`config.mk`:
```
export PLATFORM = sky130hd
export DESIGN_NAME = sqc_step11_cfg
export DESIGN_NICKNAME = d
export VERILOG_FILES = /design/src/hdl/sqc_pkg.sv /design/src/hdl/sqc_decode.sv /design/src/hdl/sqc_step11_cfg.sv
export SDC_FILE = /design/constraint.sdc
export NUM_CORES = 1
export LEC_CHECK = 0
export BUFFER_PORTS_ARGS = -buffer_cell sky130_fd_sc_hd__buf_2
export CAP_MARGIN = 25
export CORE_MARGIN = 8
export CORE_UTILIZATION = 45
export DETAILED_ROUTE_END_ITERATION = 10
export PLACE_DENSITY_LB_ADDON = 0.1
export SYNTH_ARGS = -nofsm -noshare
export SYNTH_HDL_FRONTEND = slang
export SYNTH_SLANG_ARGS = --single-unit
```
`constraint.sdc`:
```
create_clock -name MCLK -period 1.65 [get_ports MCLK]
set_input_delay 0.33 -clock MCLK [delete_from_list [all_inputs] [get_ports MCLK]]
set_output_delay 0.33 -clock MCLK [all_outputs]
set_load 0.01 [all_outputs]
```
`src/hdl/sqc_pkg.sv`:
```
// package for the step 11 sequencer configuration register
package sqc_pkg;
	localparam int            ADDR_W          = 8;
	localparam int            DATA_W          = 16;
	localparam logic [7:0]    STEP11_CFG_ADDR = 8'h9B;
	localparam logic [15:0]   STEP11_CFG_RST  = 16'h000B;
	localparam int            EN_BIT          = 15;
	localparam int            GAIN_HI         = 14;
	localparam int            GAIN_LO         = 13;
	localparam int            NEG_BIT         = 4;
	localparam int            POS_HI          = 3;
	localparam int            POS_LO          = 0;
	localparam logic [15:0]   WRITABLE_MASK   = 16'hE01F;
	localparam logic [3:0]    POS_LAST_EXT    = 4'h7;
	localparam logic [3:0]    POS_TEMP        = 4'h8;
	localparam logic [3:0]    POS_SHORT       = 4'h9;
	localparam logic [3:0]    POS_TEST        = 4'hB;
	// source kinds driven to the analog mux
	typedef enum logic [2:0] {
		SRC_EXTERNAL,
		SRC_TEMP,
		SRC_SHORT,
		SRC_TEST,
		SRC_SUPPLY
	} sqc_src_type;
	// gain multiplier codes: 1, 2, 4
	localparam logic [2:0]    GAIN_X1         = 3'h1;
	localparam logic [2:0]    GAIN_X2         = 3'h2;
	localparam logic [2:0]    GAIN_X4         = 3'h4;
	// output values while reset is held; decoded controls match the register reset value, read data hold zero
	localparam logic [2:0]    GAIN_RST        = GAIN_X1;
	localparam sqc_src_type   POS_SRC_RST     = SRC_TEST;
	localparam logic [2:0]    EXT_SEL_RST     = 3'h3;
	localparam logic          NEG_EXT_RST     = 1'b0;
	localparam logic          NEG_AUTO_RST    = 1'b1;
	localparam logic [15:0]   RDATA_IDLE      = 16'h0000;
endpackage

```
`src/hdl/sqc_decode.sv`:
```
// decoder of step configuration fields into mux and gain controls
`timescale 1ns/1ps
module sqc_decode
	import sqc_pkg::*;
(
	input  wire logic [15:0] cfg,          // stored configuration
	output sqc_src_type      src,          // positive source kind
	output logic [2:0]       ext_sel,      // external input index
	output logic             neg_ext,      // negative to input seven
	output logic             neg_auto,     // negative chosen automatically
	output logic [2:0]       gain          // gain multiplier
);
	logic [3:0] pos;
	assign pos = cfg[POS_HI:POS_LO];
	// positive source and negative selection
	always_comb begin
		ext_sel  = pos[2:0];
		neg_auto = 1'b1;
		if (pos <= POS_LAST_EXT) begin
			src      = SRC_EXTERNAL;
			neg_auto = 1'b0;
		end else if (pos == POS_TEMP) begin
			src = SRC_TEMP;
		end else if (pos == POS_SHORT) begin
			src = SRC_SHORT;
		end else if (pos == POS_TEST) begin
			src = SRC_TEST;
		end else begin
			src = SRC_SUPPLY;
		end
		neg_ext = cfg[NEG_BIT] & ~neg_auto;
	end
	// gain map, both upper codes give four
	always_comb begin
		case (cfg[GAIN_HI:GAIN_LO])
			2'b00:   gain = GAIN_X1;
			2'b01:   gain = GAIN_X2;
			default: gain = GAIN_X4;
		endcase
	end
endmodule

```
`src/hdl/sqc_step11_cfg.sv`:
```
// step 11 configuration register with decoded sequencer controls
`timescale 1ns/1ps
module sqc_step11_cfg
	import sqc_pkg::*;
(
	input  wire logic                    MCLK,       // 50 MHz clock
	input  wire logic                    RST_N,      // async reset, low
	input  wire logic                    CLK_EN,     // freezes state when low
	input  wire logic [sqc_pkg::ADDR_W-1:0] ADDR,    // register address
	input  wire logic [sqc_pkg::DATA_W-1:0] WDATA,   // write data
	input  wire logic                    WR,         // write strobe
	input  wire logic                    RD,         // read strobe
	output logic [sqc_pkg::DATA_W-1:0]   RDATA,      // read data, next cycle
	output logic                         STEP_EN,    // step enabled
	output logic [2:0]                   GAIN,       // gain multiplier
	output sqc_pkg::sqc_src_type         POS_SRC,    // positive source kind
	output logic [2:0]                   EXT_SEL,    // external input index
	output logic                         NEG_EXT,    // negative on input seven
	output logic                         NEG_AUTO    // negative automatic
);
	import sqc_pkg::*;
	logic [15:0]  cfg_r;
	logic         hit;
	sqc_src_type  src_nxt;
	logic [2:0]   ext_nxt;
	logic         negx_nxt;
	logic         nega_nxt;
	logic [2:0]   gain_nxt;
	assign hit = (ADDR == STEP11_CFG_ADDR);
	// configuration storage, reserved bits held zero
	always_ff @(posedge MCLK or negedge RST_N) begin
		if (!RST_N) begin
			cfg_r <= STEP11_CFG_RST;
		end else if (CLK_EN && WR && hit) begin
			cfg_r <= WDATA & WRITABLE_MASK;
		end
	end
	// read port, zero for unmapped addresses
	always_ff @(posedge MCLK or negedge RST_N) begin
		if (!RST_N) begin
			RDATA <= RDATA_IDLE;
		end else if (CLK_EN) begin
			RDATA <= (RD && hit) ? cfg_r : RDATA_IDLE;
		end
	end
	sqc_decode u_dec (
		.cfg      (cfg_r),
		.src      (src_nxt),
		.ext_sel  (ext_nxt),
		.neg_ext  (negx_nxt),
		.neg_auto (nega_nxt),
		.gain     (gain_nxt)
	);

	// step enable toward the sequencer
	always_ff @(posedge MCLK or negedge RST_N) begin
		if (!RST_N) begin
			STEP_EN <= 1'b0;
		end else if (CLK_EN) begin
			STEP_EN <= cfg_r[EN_BIT];
		end
	end

	// gain multiplier toward the converter
	always_ff @(posedge MCLK or negedge RST_N) begin
		if (!RST_N) begin
			GAIN <= GAIN_RST;
		end else if (CLK_EN) begin
			GAIN <= gain_nxt;
		end
	end

	// positive source kind toward the mux
	always_ff @(posedge MCLK or negedge RST_N) begin
		if (!RST_N) begin
			POS_SRC <= POS_SRC_RST;
		end else if (CLK_EN) begin
			POS_SRC <= src_nxt;
		end
	end

	// external input index toward the mux
	always_ff @(posedge MCLK or negedge RST_N) begin
		if (!RST_N) begin
			EXT_SEL <= EXT_SEL_RST;
		end else if (CLK_EN) begin
			EXT_SEL <= ext_nxt;
		end
	end

	// negative input on input seven, masked when automatic
	always_ff @(posedge MCLK or negedge RST_N) begin
		if (!RST_N) begin
			NEG_EXT <= NEG_EXT_RST;
		end else if (CLK_EN) begin
			NEG_EXT <= negx_nxt;
		end
	end

	// automatic negative input flag
	always_ff @(posedge MCLK or negedge RST_N) begin
		if (!RST_N) begin
			NEG_AUTO <= NEG_AUTO_RST;
		end else if (CLK_EN) begin
			NEG_AUTO <= nega_nxt;
		end
	end

	// a mapped write lands with reserved bits cleared
	wr_store_a: assert property (
		@(posedge MCLK) disable iff (!RST_N)
		CLK_EN && WR && hit
		|=> cfg_r == ($past(WDATA) & WRITABLE_MASK))
		else $error("write not stored");

	// reserved bits never read or stored as one
	rsv_zero_a: assert property (
		@(posedge MCLK) disable iff (!RST_N)
		RDATA[12:5] == 8'h00
		&& cfg_r[12:5] == 8'h00)
		else $error("reserved bits nonzero");

	// a mapped read returns the stored word
	rd_data_a: assert property (
		@(posedge MCLK) disable iff (!RST_N)
		CLK_EN && RD && hit
		|=> RDATA == $past(cfg_r))
		else $error("bad read data");

	// read data stay zero without a mapped read
	rd_idle_a: assert property (
		@(posedge MCLK) disable iff (!RST_N)
		CLK_EN && !(RD && hit)
		|=> RDATA == RDATA_IDLE)
		else $error("read data not idle");

	// a write to another address leaves the word alone
	miss_wr_a: assert property (
		@(posedge MCLK) disable iff (!RST_N)
		CLK_EN && WR && !hit
		|=> $stable(cfg_r))
		else $error("unmapped write stored");

	// write then read back to back returns the new word
	rd_back_a: assert property (
		@(posedge MCLK) disable iff (!RST_N)
		CLK_EN && WR && hit ##1 CLK_EN && RD && hit
		|=> RDATA == ($past(WDATA, 2) & WRITABLE_MASK))
		else $error("read back wrong");

	// stored word frozen while the clock enable is low
	freeze_cfg_a: assert property (
		@(posedge MCLK) disable iff (!RST_N)
		!CLK_EN
		|=> $stable(cfg_r) && $stable(RDATA))
		else $error("word moved while frozen");

	// step enable, gain, source kind and input seven negative frozen while the clock enable is low
	freeze_out_a: assert property (
		@(posedge MCLK) disable iff (!RST_N)
		!CLK_EN
		|=> $stable(STEP_EN) && $stable(GAIN) && $stable(POS_SRC) && $stable(NEG_EXT))
		else $error("output moved while frozen");

	// enable output follows the stored bit
	en_follow_a: assert property (
		@(posedge MCLK) disable iff (!RST_N)
		CLK_EN
		|=> STEP_EN == $past(cfg_r[EN_BIT]))
		else $error("enable mismatch");

	// enable written reaches the output two edges on
	en_lag_a: assert property (
		@(posedge MCLK) disable iff (!RST_N)
		CLK_EN && WR && hit ##1 CLK_EN
		|=> STEP_EN == $past(WDATA[EN_BIT], 2))
		else $error("enable late");

	// upper gain codes both give four
	gain_map_a: assert property (
		@(posedge MCLK) disable iff (!RST_N)
		CLK_EN && cfg_r[14]
		|=> GAIN == GAIN_X4)
		else $error("gain not four");

	// gain code zero gives one
	gain_one_a: assert property (
		@(posedge MCLK) disable iff (!RST_N)
		CLK_EN && cfg_r[14:13] == 2'b00
		|=> GAIN == GAIN_X1)
		else $error("gain not one");

	// gain code one gives two
	gain_two_a: assert property (
		@(posedge MCLK) disable iff (!RST_N)
		CLK_EN && cfg_r[14:13] == 2'b01
		|=> GAIN == GAIN_X2)
		else $error("gain not two");

	// written upper gain reaches the output two edges on
	gain_lag_a: assert property (
		@(posedge MCLK) disable iff (!RST_N)
		CLK_EN && WR && hit && WDATA[14] ##1 CLK_EN
		|=> GAIN == GAIN_X4)
		else $error("gain late");

	// negative bit honoured for external codes
	neg_sel_a: assert property (
		@(posedge MCLK) disable iff (!RST_N)
		CLK_EN && cfg_r[3:0] <= 4'h7
		|=> NEG_EXT == $past(cfg_r[NEG_BIT]))
		else $error("negative wrong");

	// external codes route the indexed input
	ext_route_a: assert property (
		@(posedge MCLK) disable iff (!RST_N)
		CLK_EN && !cfg_r[3]
		|=> POS_SRC == SRC_EXTERNAL && EXT_SEL == $past(cfg_r[2:0]))
		else $error("external route wrong");

	// external codes keep the negative input manual
	ext_manual_a: assert property (
		@(posedge MCLK) disable iff (!RST_N)
		CLK_EN && !cfg_r[3]
		|=> !NEG_AUTO)
		else $error("external negative automatic");

	// written external code reaches the mux two edges on
	src_lag_a: assert property (
		@(posedge MCLK) disable iff (!RST_N)
		CLK_EN && WR && hit && !WDATA[3] ##1 CLK_EN
		|=> POS_SRC == SRC_EXTERNAL)
		else $error("source late");

	// code eight picks the temperature sensor
	temp_src_a: assert property (
		@(posedge MCLK) disable iff (!RST_N)
		CLK_EN && cfg_r[3:0] == POS_TEMP
		|=> POS_SRC == SRC_TEMP && NEG_AUTO)
		else $error("temp wrong");

	// code nine shorts the input
	short_src_a: assert property (
		@(posedge MCLK) disable iff (!RST_N)
		CLK_EN && cfg_r[3:0] == POS_SHORT
		|=> POS_SRC == SRC_SHORT && NEG_AUTO)
		else $error("short wrong");

	// code eleven picks the test generator
	test_src_a: assert property (
		@(posedge MCLK) disable iff (!RST_N)
		CLK_EN && cfg_r[3:0] == POS_TEST
		|=> POS_SRC == SRC_TEST && NEG_AUTO)
		else $error("test wrong");

	// remaining upper codes pick a supply monitor
	supply_src_a: assert property (
		@(posedge MCLK) disable iff (!RST_N)
		CLK_EN && (cfg_r[3:0] == 4'hA || cfg_r[3:2] == 2'b11)
		|=> POS_SRC == SRC_SUPPLY && NEG_AUTO)
		else $error("supply wrong");

	// upper codes ignore the negative bit
	neg_ignore_a: assert property (
		@(posedge MCLK) disable iff (!RST_N)
		CLK_EN && cfg_r[3]
		|=> NEG_AUTO && !NEG_EXT)
		else $error("negative bit used");

	// automatic negative never drives input seven
	auto_neg_a: assert property (
		@(posedge MCLK) disable iff (!RST_N)
		NEG_AUTO
		|-> !NEG_EXT)
		else $error("negative bit not ignored");

	// mapped write seen
	wr_cov: cover property (@(posedge MCLK) disable iff (!RST_N)
		CLK_EN && WR && hit);

	// mapped read seen
	rd_cov: cover property (@(posedge MCLK) disable iff (!RST_N)
		CLK_EN && RD && hit);

	// enabled step on an external input
	en_cov: cover property (@(posedge MCLK) disable iff (!RST_N)
		STEP_EN && POS_SRC == SRC_EXTERNAL);

	// automatic negative on a supply code
	auto_cov: cover property (@(posedge MCLK) disable iff (!RST_N)
		NEG_AUTO && POS_SRC == SRC_SUPPLY);

	// write refused while frozen
	frz_cov: cover property (@(posedge MCLK) disable iff (!RST_N)
		!CLK_EN && WR && hit);
endmodule

```
Yosys cells after proc, flatten, opt, wreduce, memory -nomap -nowiden:

Cells that the tools add are included.
Widths: inputs -> output; s select.

* bits of input ports: 29
* logic and storage cells: 26
* bits in registers: 36
* output and inout bits: 28

* $lt $le $gt $ge: 1
* reduce and logical (&&, ||, !) cells: 4
* multiplexer cells: 7
* bitwise gates (word level): 1
* equal/unequal tests: 5

Operator list (number)
* $mux 16: 1
* $eq 4x4->1 const B: 3
* $mux 3: 4
* $eq 8x8->1 const B: 1
* $pmux 3 s2: 1
* $le 4x3->1 const B: 1
* $logic_and 1x1->1: 3
* $eq 2x1->1 const B: 1
* $logic_not 2->1: 1
* $and 1x1->1: 1
* $mux 1: 1

Depth between registers and ports, before layout:

* depth in word-level cells: 5
* depth in mapped cells: 4
* depth with buffers taken out: 3

Modules after synthesis:

From an unflattened synthesis, not the netlist that was laid out.

* cells, all modules: 105
* area, all modules: 1287.5 um^2

Modules (own cells, without submodules)
* sqc_step11_cfg: cells an instance 92, area each 1193.6 um^2, sequential area each 711.9 um^2, times used 1
* sqc_decode: cells an instance 13, area each 93.8 um^2, sequential area each 0.0 um^2, times used 1

Least setup slack after synthesis:

OpenSTA, ideal clock, no wires.

* path kind: input-to-reg
* from: in ADDR[6] (netlist bit)
* to: reg cfg_r[13]
* data required time: 1.525 ns
* library setup time: 0.125 ns
* cell stages on the path: 3
* slack: 0.273 ns
* arrival time: 1.252 ns
* path through: nand4bb_4 nor3_4 mux2_2

* longest elaborated chain between the ends: 2

RTL lines
* start, declared: line sqc_step11_cfg.sv:9 `input wire logic [sqc_pkg::ADDR_W-1:0] ADDR,`
* $eq 8x8->1: line sqc_step11_cfg.sv:29 `assign hit = (ADDR == STEP11_CFG_ADDR);`
* $logic_and 1x1->1: line sqc_step11_cfg.sv:34 `end else if (CLK_EN && WR && hit) begin`
* end signal, assigned: line sqc_step11_cfg.sv:35 `cfg_r <= WDATA & WRITABLE_MASK;`
* end, declared: line sqc_step11_cfg.sv:22 `logic [15:0] cfg_r;`

No other way between the ends.
A chain may end at the register's enable or synchronous reset.

Worst setup path after layout:

* from: reg POS_SRC[0]
* to: out POS_SRC[0]

RTL lines
* start, declared: line sqc_step11_cfg.sv:16 `output sqc_pkg::sqc_src_type POS_SRC,`
* start signal, assigned: line sqc_step11_cfg.sv:78 `POS_SRC <= src_nxt;`

No word-level cell between the ends.

==> impl_metrics.ini <==
[worst_setup_path]
crit_arrival_ps = 1000
r2r_slack_ps = 610
slowest_delay_ps = 560
critical_path_class = flip-flop to primary output
cp_num_buf_inv = 1
path_delay_family = flip-flops
worstPathCellList = buf_2
setup.worst_path.start_class = flip-flop
end_kind = primary output
slowest_stage = dfstp_2
path_max_fanout = 2
worstPathRequired_ps = 1320

[status]
violations = negative hold slack
outcome = complete, but fails checks

[clock_tree]
clk_latency_ps = 320
clkSlewWorstSetupHoldPaths_ps = 140
root_buffer = clkbuf_4
cts_setup_buffers = 0
cts_tree = yes
hold_buffers = 0
h-tree-depth = 1
cts.repair.resized = 0
clk_path_buf_depth = 2
cts_buffers = 3
cts.sinks = 28

[die]
die_area_sq_um = 4630
pin_count = 57
start_util_pct = 45.8
rows = 19
die_h_um = 68.0
die_x_um = 68.0
coreArea_sq_um = 2660

[timing]
clock.fmax_mhz = 751
slew_headroom_pct = 59.9
hold_viol_final = 10
finalMaxSlewViolations = 0
period_needed_ps = 1330
finalSetupViolCount = 0
finalCritPeriodShare_pct = 80.7
worst_hold_slack_ps = -6.39
tightestPinTransition_ps = 601
finClkSkew_ps = 6.29
grt_setup_unrepaired = no
setup_tns_ps = 0

[logic_synthesis]
syn_inst = 110
ys_seq_elements = 28
avgSynthCellArea_sq_um = 11.1
ys_types = 21
synth_warnings = 0
syn_area_sq_um = 1220
synth-seq-area-share_pct = 58.4

[placement]
gp_congestion = 0.722
hpwl_mm = 1.86
port_buffers = 40

[final_layout]
drive_above_1_share_pct = 43.0
layout.nets = 181
antenna_cells = 0
layout_commonest_cell = buf_2
final_cell_mix = buf_2, inv_1, dfrtp_1
area_delta_synth_final_pct = 18.9

[detailed_routing]
vias_per_cell = 4.71
postRouteAntennaNets = 0
post_drt_wl_per_cell_um = 13.4
drc = 0
routed_wl_mm = 2.43
via_count = 857
drtIter0Drc = 27
drt_pass1_iterations = 4

[power]
report.power.total_mw = 1.09
power_density_nw_per_um2 = 753
leakage_nw = 0.709
sw_frac_of_total_pct = 23.2
peakVddDrop_v = 0.000572
p_int_mw = 0.838
p_seq_share_pct = 65.5
p_comb_share_pct = 8.6
pwr-share-clk_pct = 25.9
p_switching_mw = 0.253

[global_route]
grt_pass1_wl_mm = 3.99
grt_pass1_vias = 925
grt_use_total_pct = 11.1
grt-ovfl-total = 0
grt_max_degree = 33
antenna_found_initial = 0

[worst_hold_path]
min_path_type = input port to async pin

[flow_run]
max_cap_violations = 0
==> flip-flops by register name, summed over array words and instances (netlist names) <==
name and flops:
NEG_AUTO 1, RDATA 8, STEP_EN 1, NEG_EXT 1, POS_SRC 3, GAIN 3, cfg_r 8, EXT_SEL 3
==> metrics by stage <==
step	setup slack, ps	utilization (%)	cell area [sq um]	instances
floorplan	273	-	1240	117
global placement	161	53.4	1420	178
detailed placement	141	53.4	1420	178
CTS	306	54.4	1450	182
global route	271	54.4	1450	182
finish	319	54.4	1450	182
==> cell type report <==
class | instances | area [sq um]
Fill cell | 261 | 1210
Clock buffer | 4 | 26.3
Multi-Input combinational cell | 56 | 378
Tap cell | 31 | 38.8
Inverter | 21 | 78.8
Sequential cell | 28 | 712
Timing Repair Buffer | 42 | 215
==> path summary, 6_finish.rpt <==
path                                   startpoint                     end  cells after the start
min                                         RST_N     GAIN[1]$_DFFE_PN0P_                      1
max                        POS_SRC[0]$_DFFE_PN1P_              POS_SRC[0]                      1
max in group asynchronous                   RST_N    RDATA[1]$_DFFE_PN0P_                      1
max reg2reg                  cfg_r[3]$_DFFE_PN1P_  POS_SRC[0]$_DFFE_PN1P_                      2
min in group MCLK                       WDATA[15]   cfg_r[15]$_DFFE_PN0P_                      2
min reg2reg                EXT_SEL[0]$_DFFE_PN1P_  EXT_SEL[0]$_DFFE_PN1P_                      2
==> synthesized netlist by cell type <==
| library cell | count | area, sq um |
|---|---|---|
| o22ai_1 | 9 | 56.3 |
| buf_4 | 8 | 60.1 |
| o211ai_1 | 1 | 7.51 |
| inv_1 | 21 | 78.8 |
| nand2b_1 | 1 | 6.26 |
| dfstp_2 | 9 | 236 |
| nor3_4 | 1 | 16.3 |
| buf_2 | 1 | 5.00 |
| or3_1 | 1 | 6.26 |
| nand4b_1 | 1 | 8.76 |
| nand2_1 | 9 | 33.8 |
| nand4bb_4 | 1 | 27.5 |
| clkbuf_1 | 3 | 11.3 |
| nand3b_1 | 2 | 15.0 |
| conb_1 | 1 | 3.75 |
| dfrtp_1 | 19 | 475 |
| nor2b_1 | 1 | 6.26 |
| mux2_2 | 9 | 101 |
| o21ai_0 | 10 | 50.1 |
| nor2_1 | 1 | 3.75 |
| o32ai_1 | 1 | 8.76 |
==> power groups by stage <==
stage | clock (mW) | sequential [mW] | combinational (mW)
after floorplan | 0 | 0.729 | 0.0528
after global placement | 0 | 0.725 | 0.0937
after detailed placement | 0 | 0.726 | 0.0954
after CTS | 0.295 | 0.714 | 0.0957
after global routing | 0.321 | 0.716 | 0.107
final | 0.283 | 0.714 | 0.0940
==> per-layer routing <==
metal	global-route usage, %	wire, um	part of all wire [%]	vias to the layer above
met1	13.0	1010	41	399
met3	4.26	272	11	2
met5	0	0	0	-
met4	3.32	4	0.16	0
li1	-	-	-	423
met2	18.3	1150	47	33
==> cell families (layout without fill, tap and decap cells) <==
family / count (synthesis) / after routing / synth area share [%]
AND/OR/NAND/NOR: 18 / 18 / 10.2
other: 1 / 8 / 0.308
multiplexers: 9 / 9 / 8.32
buffers and inverters: 33 / 67 / 12.7
AO/OA/AOI/OAI: 21 / 21 / 10.1
flip-flops: 28 / 28 / 58.4
(Power assumes the default switching activity.)
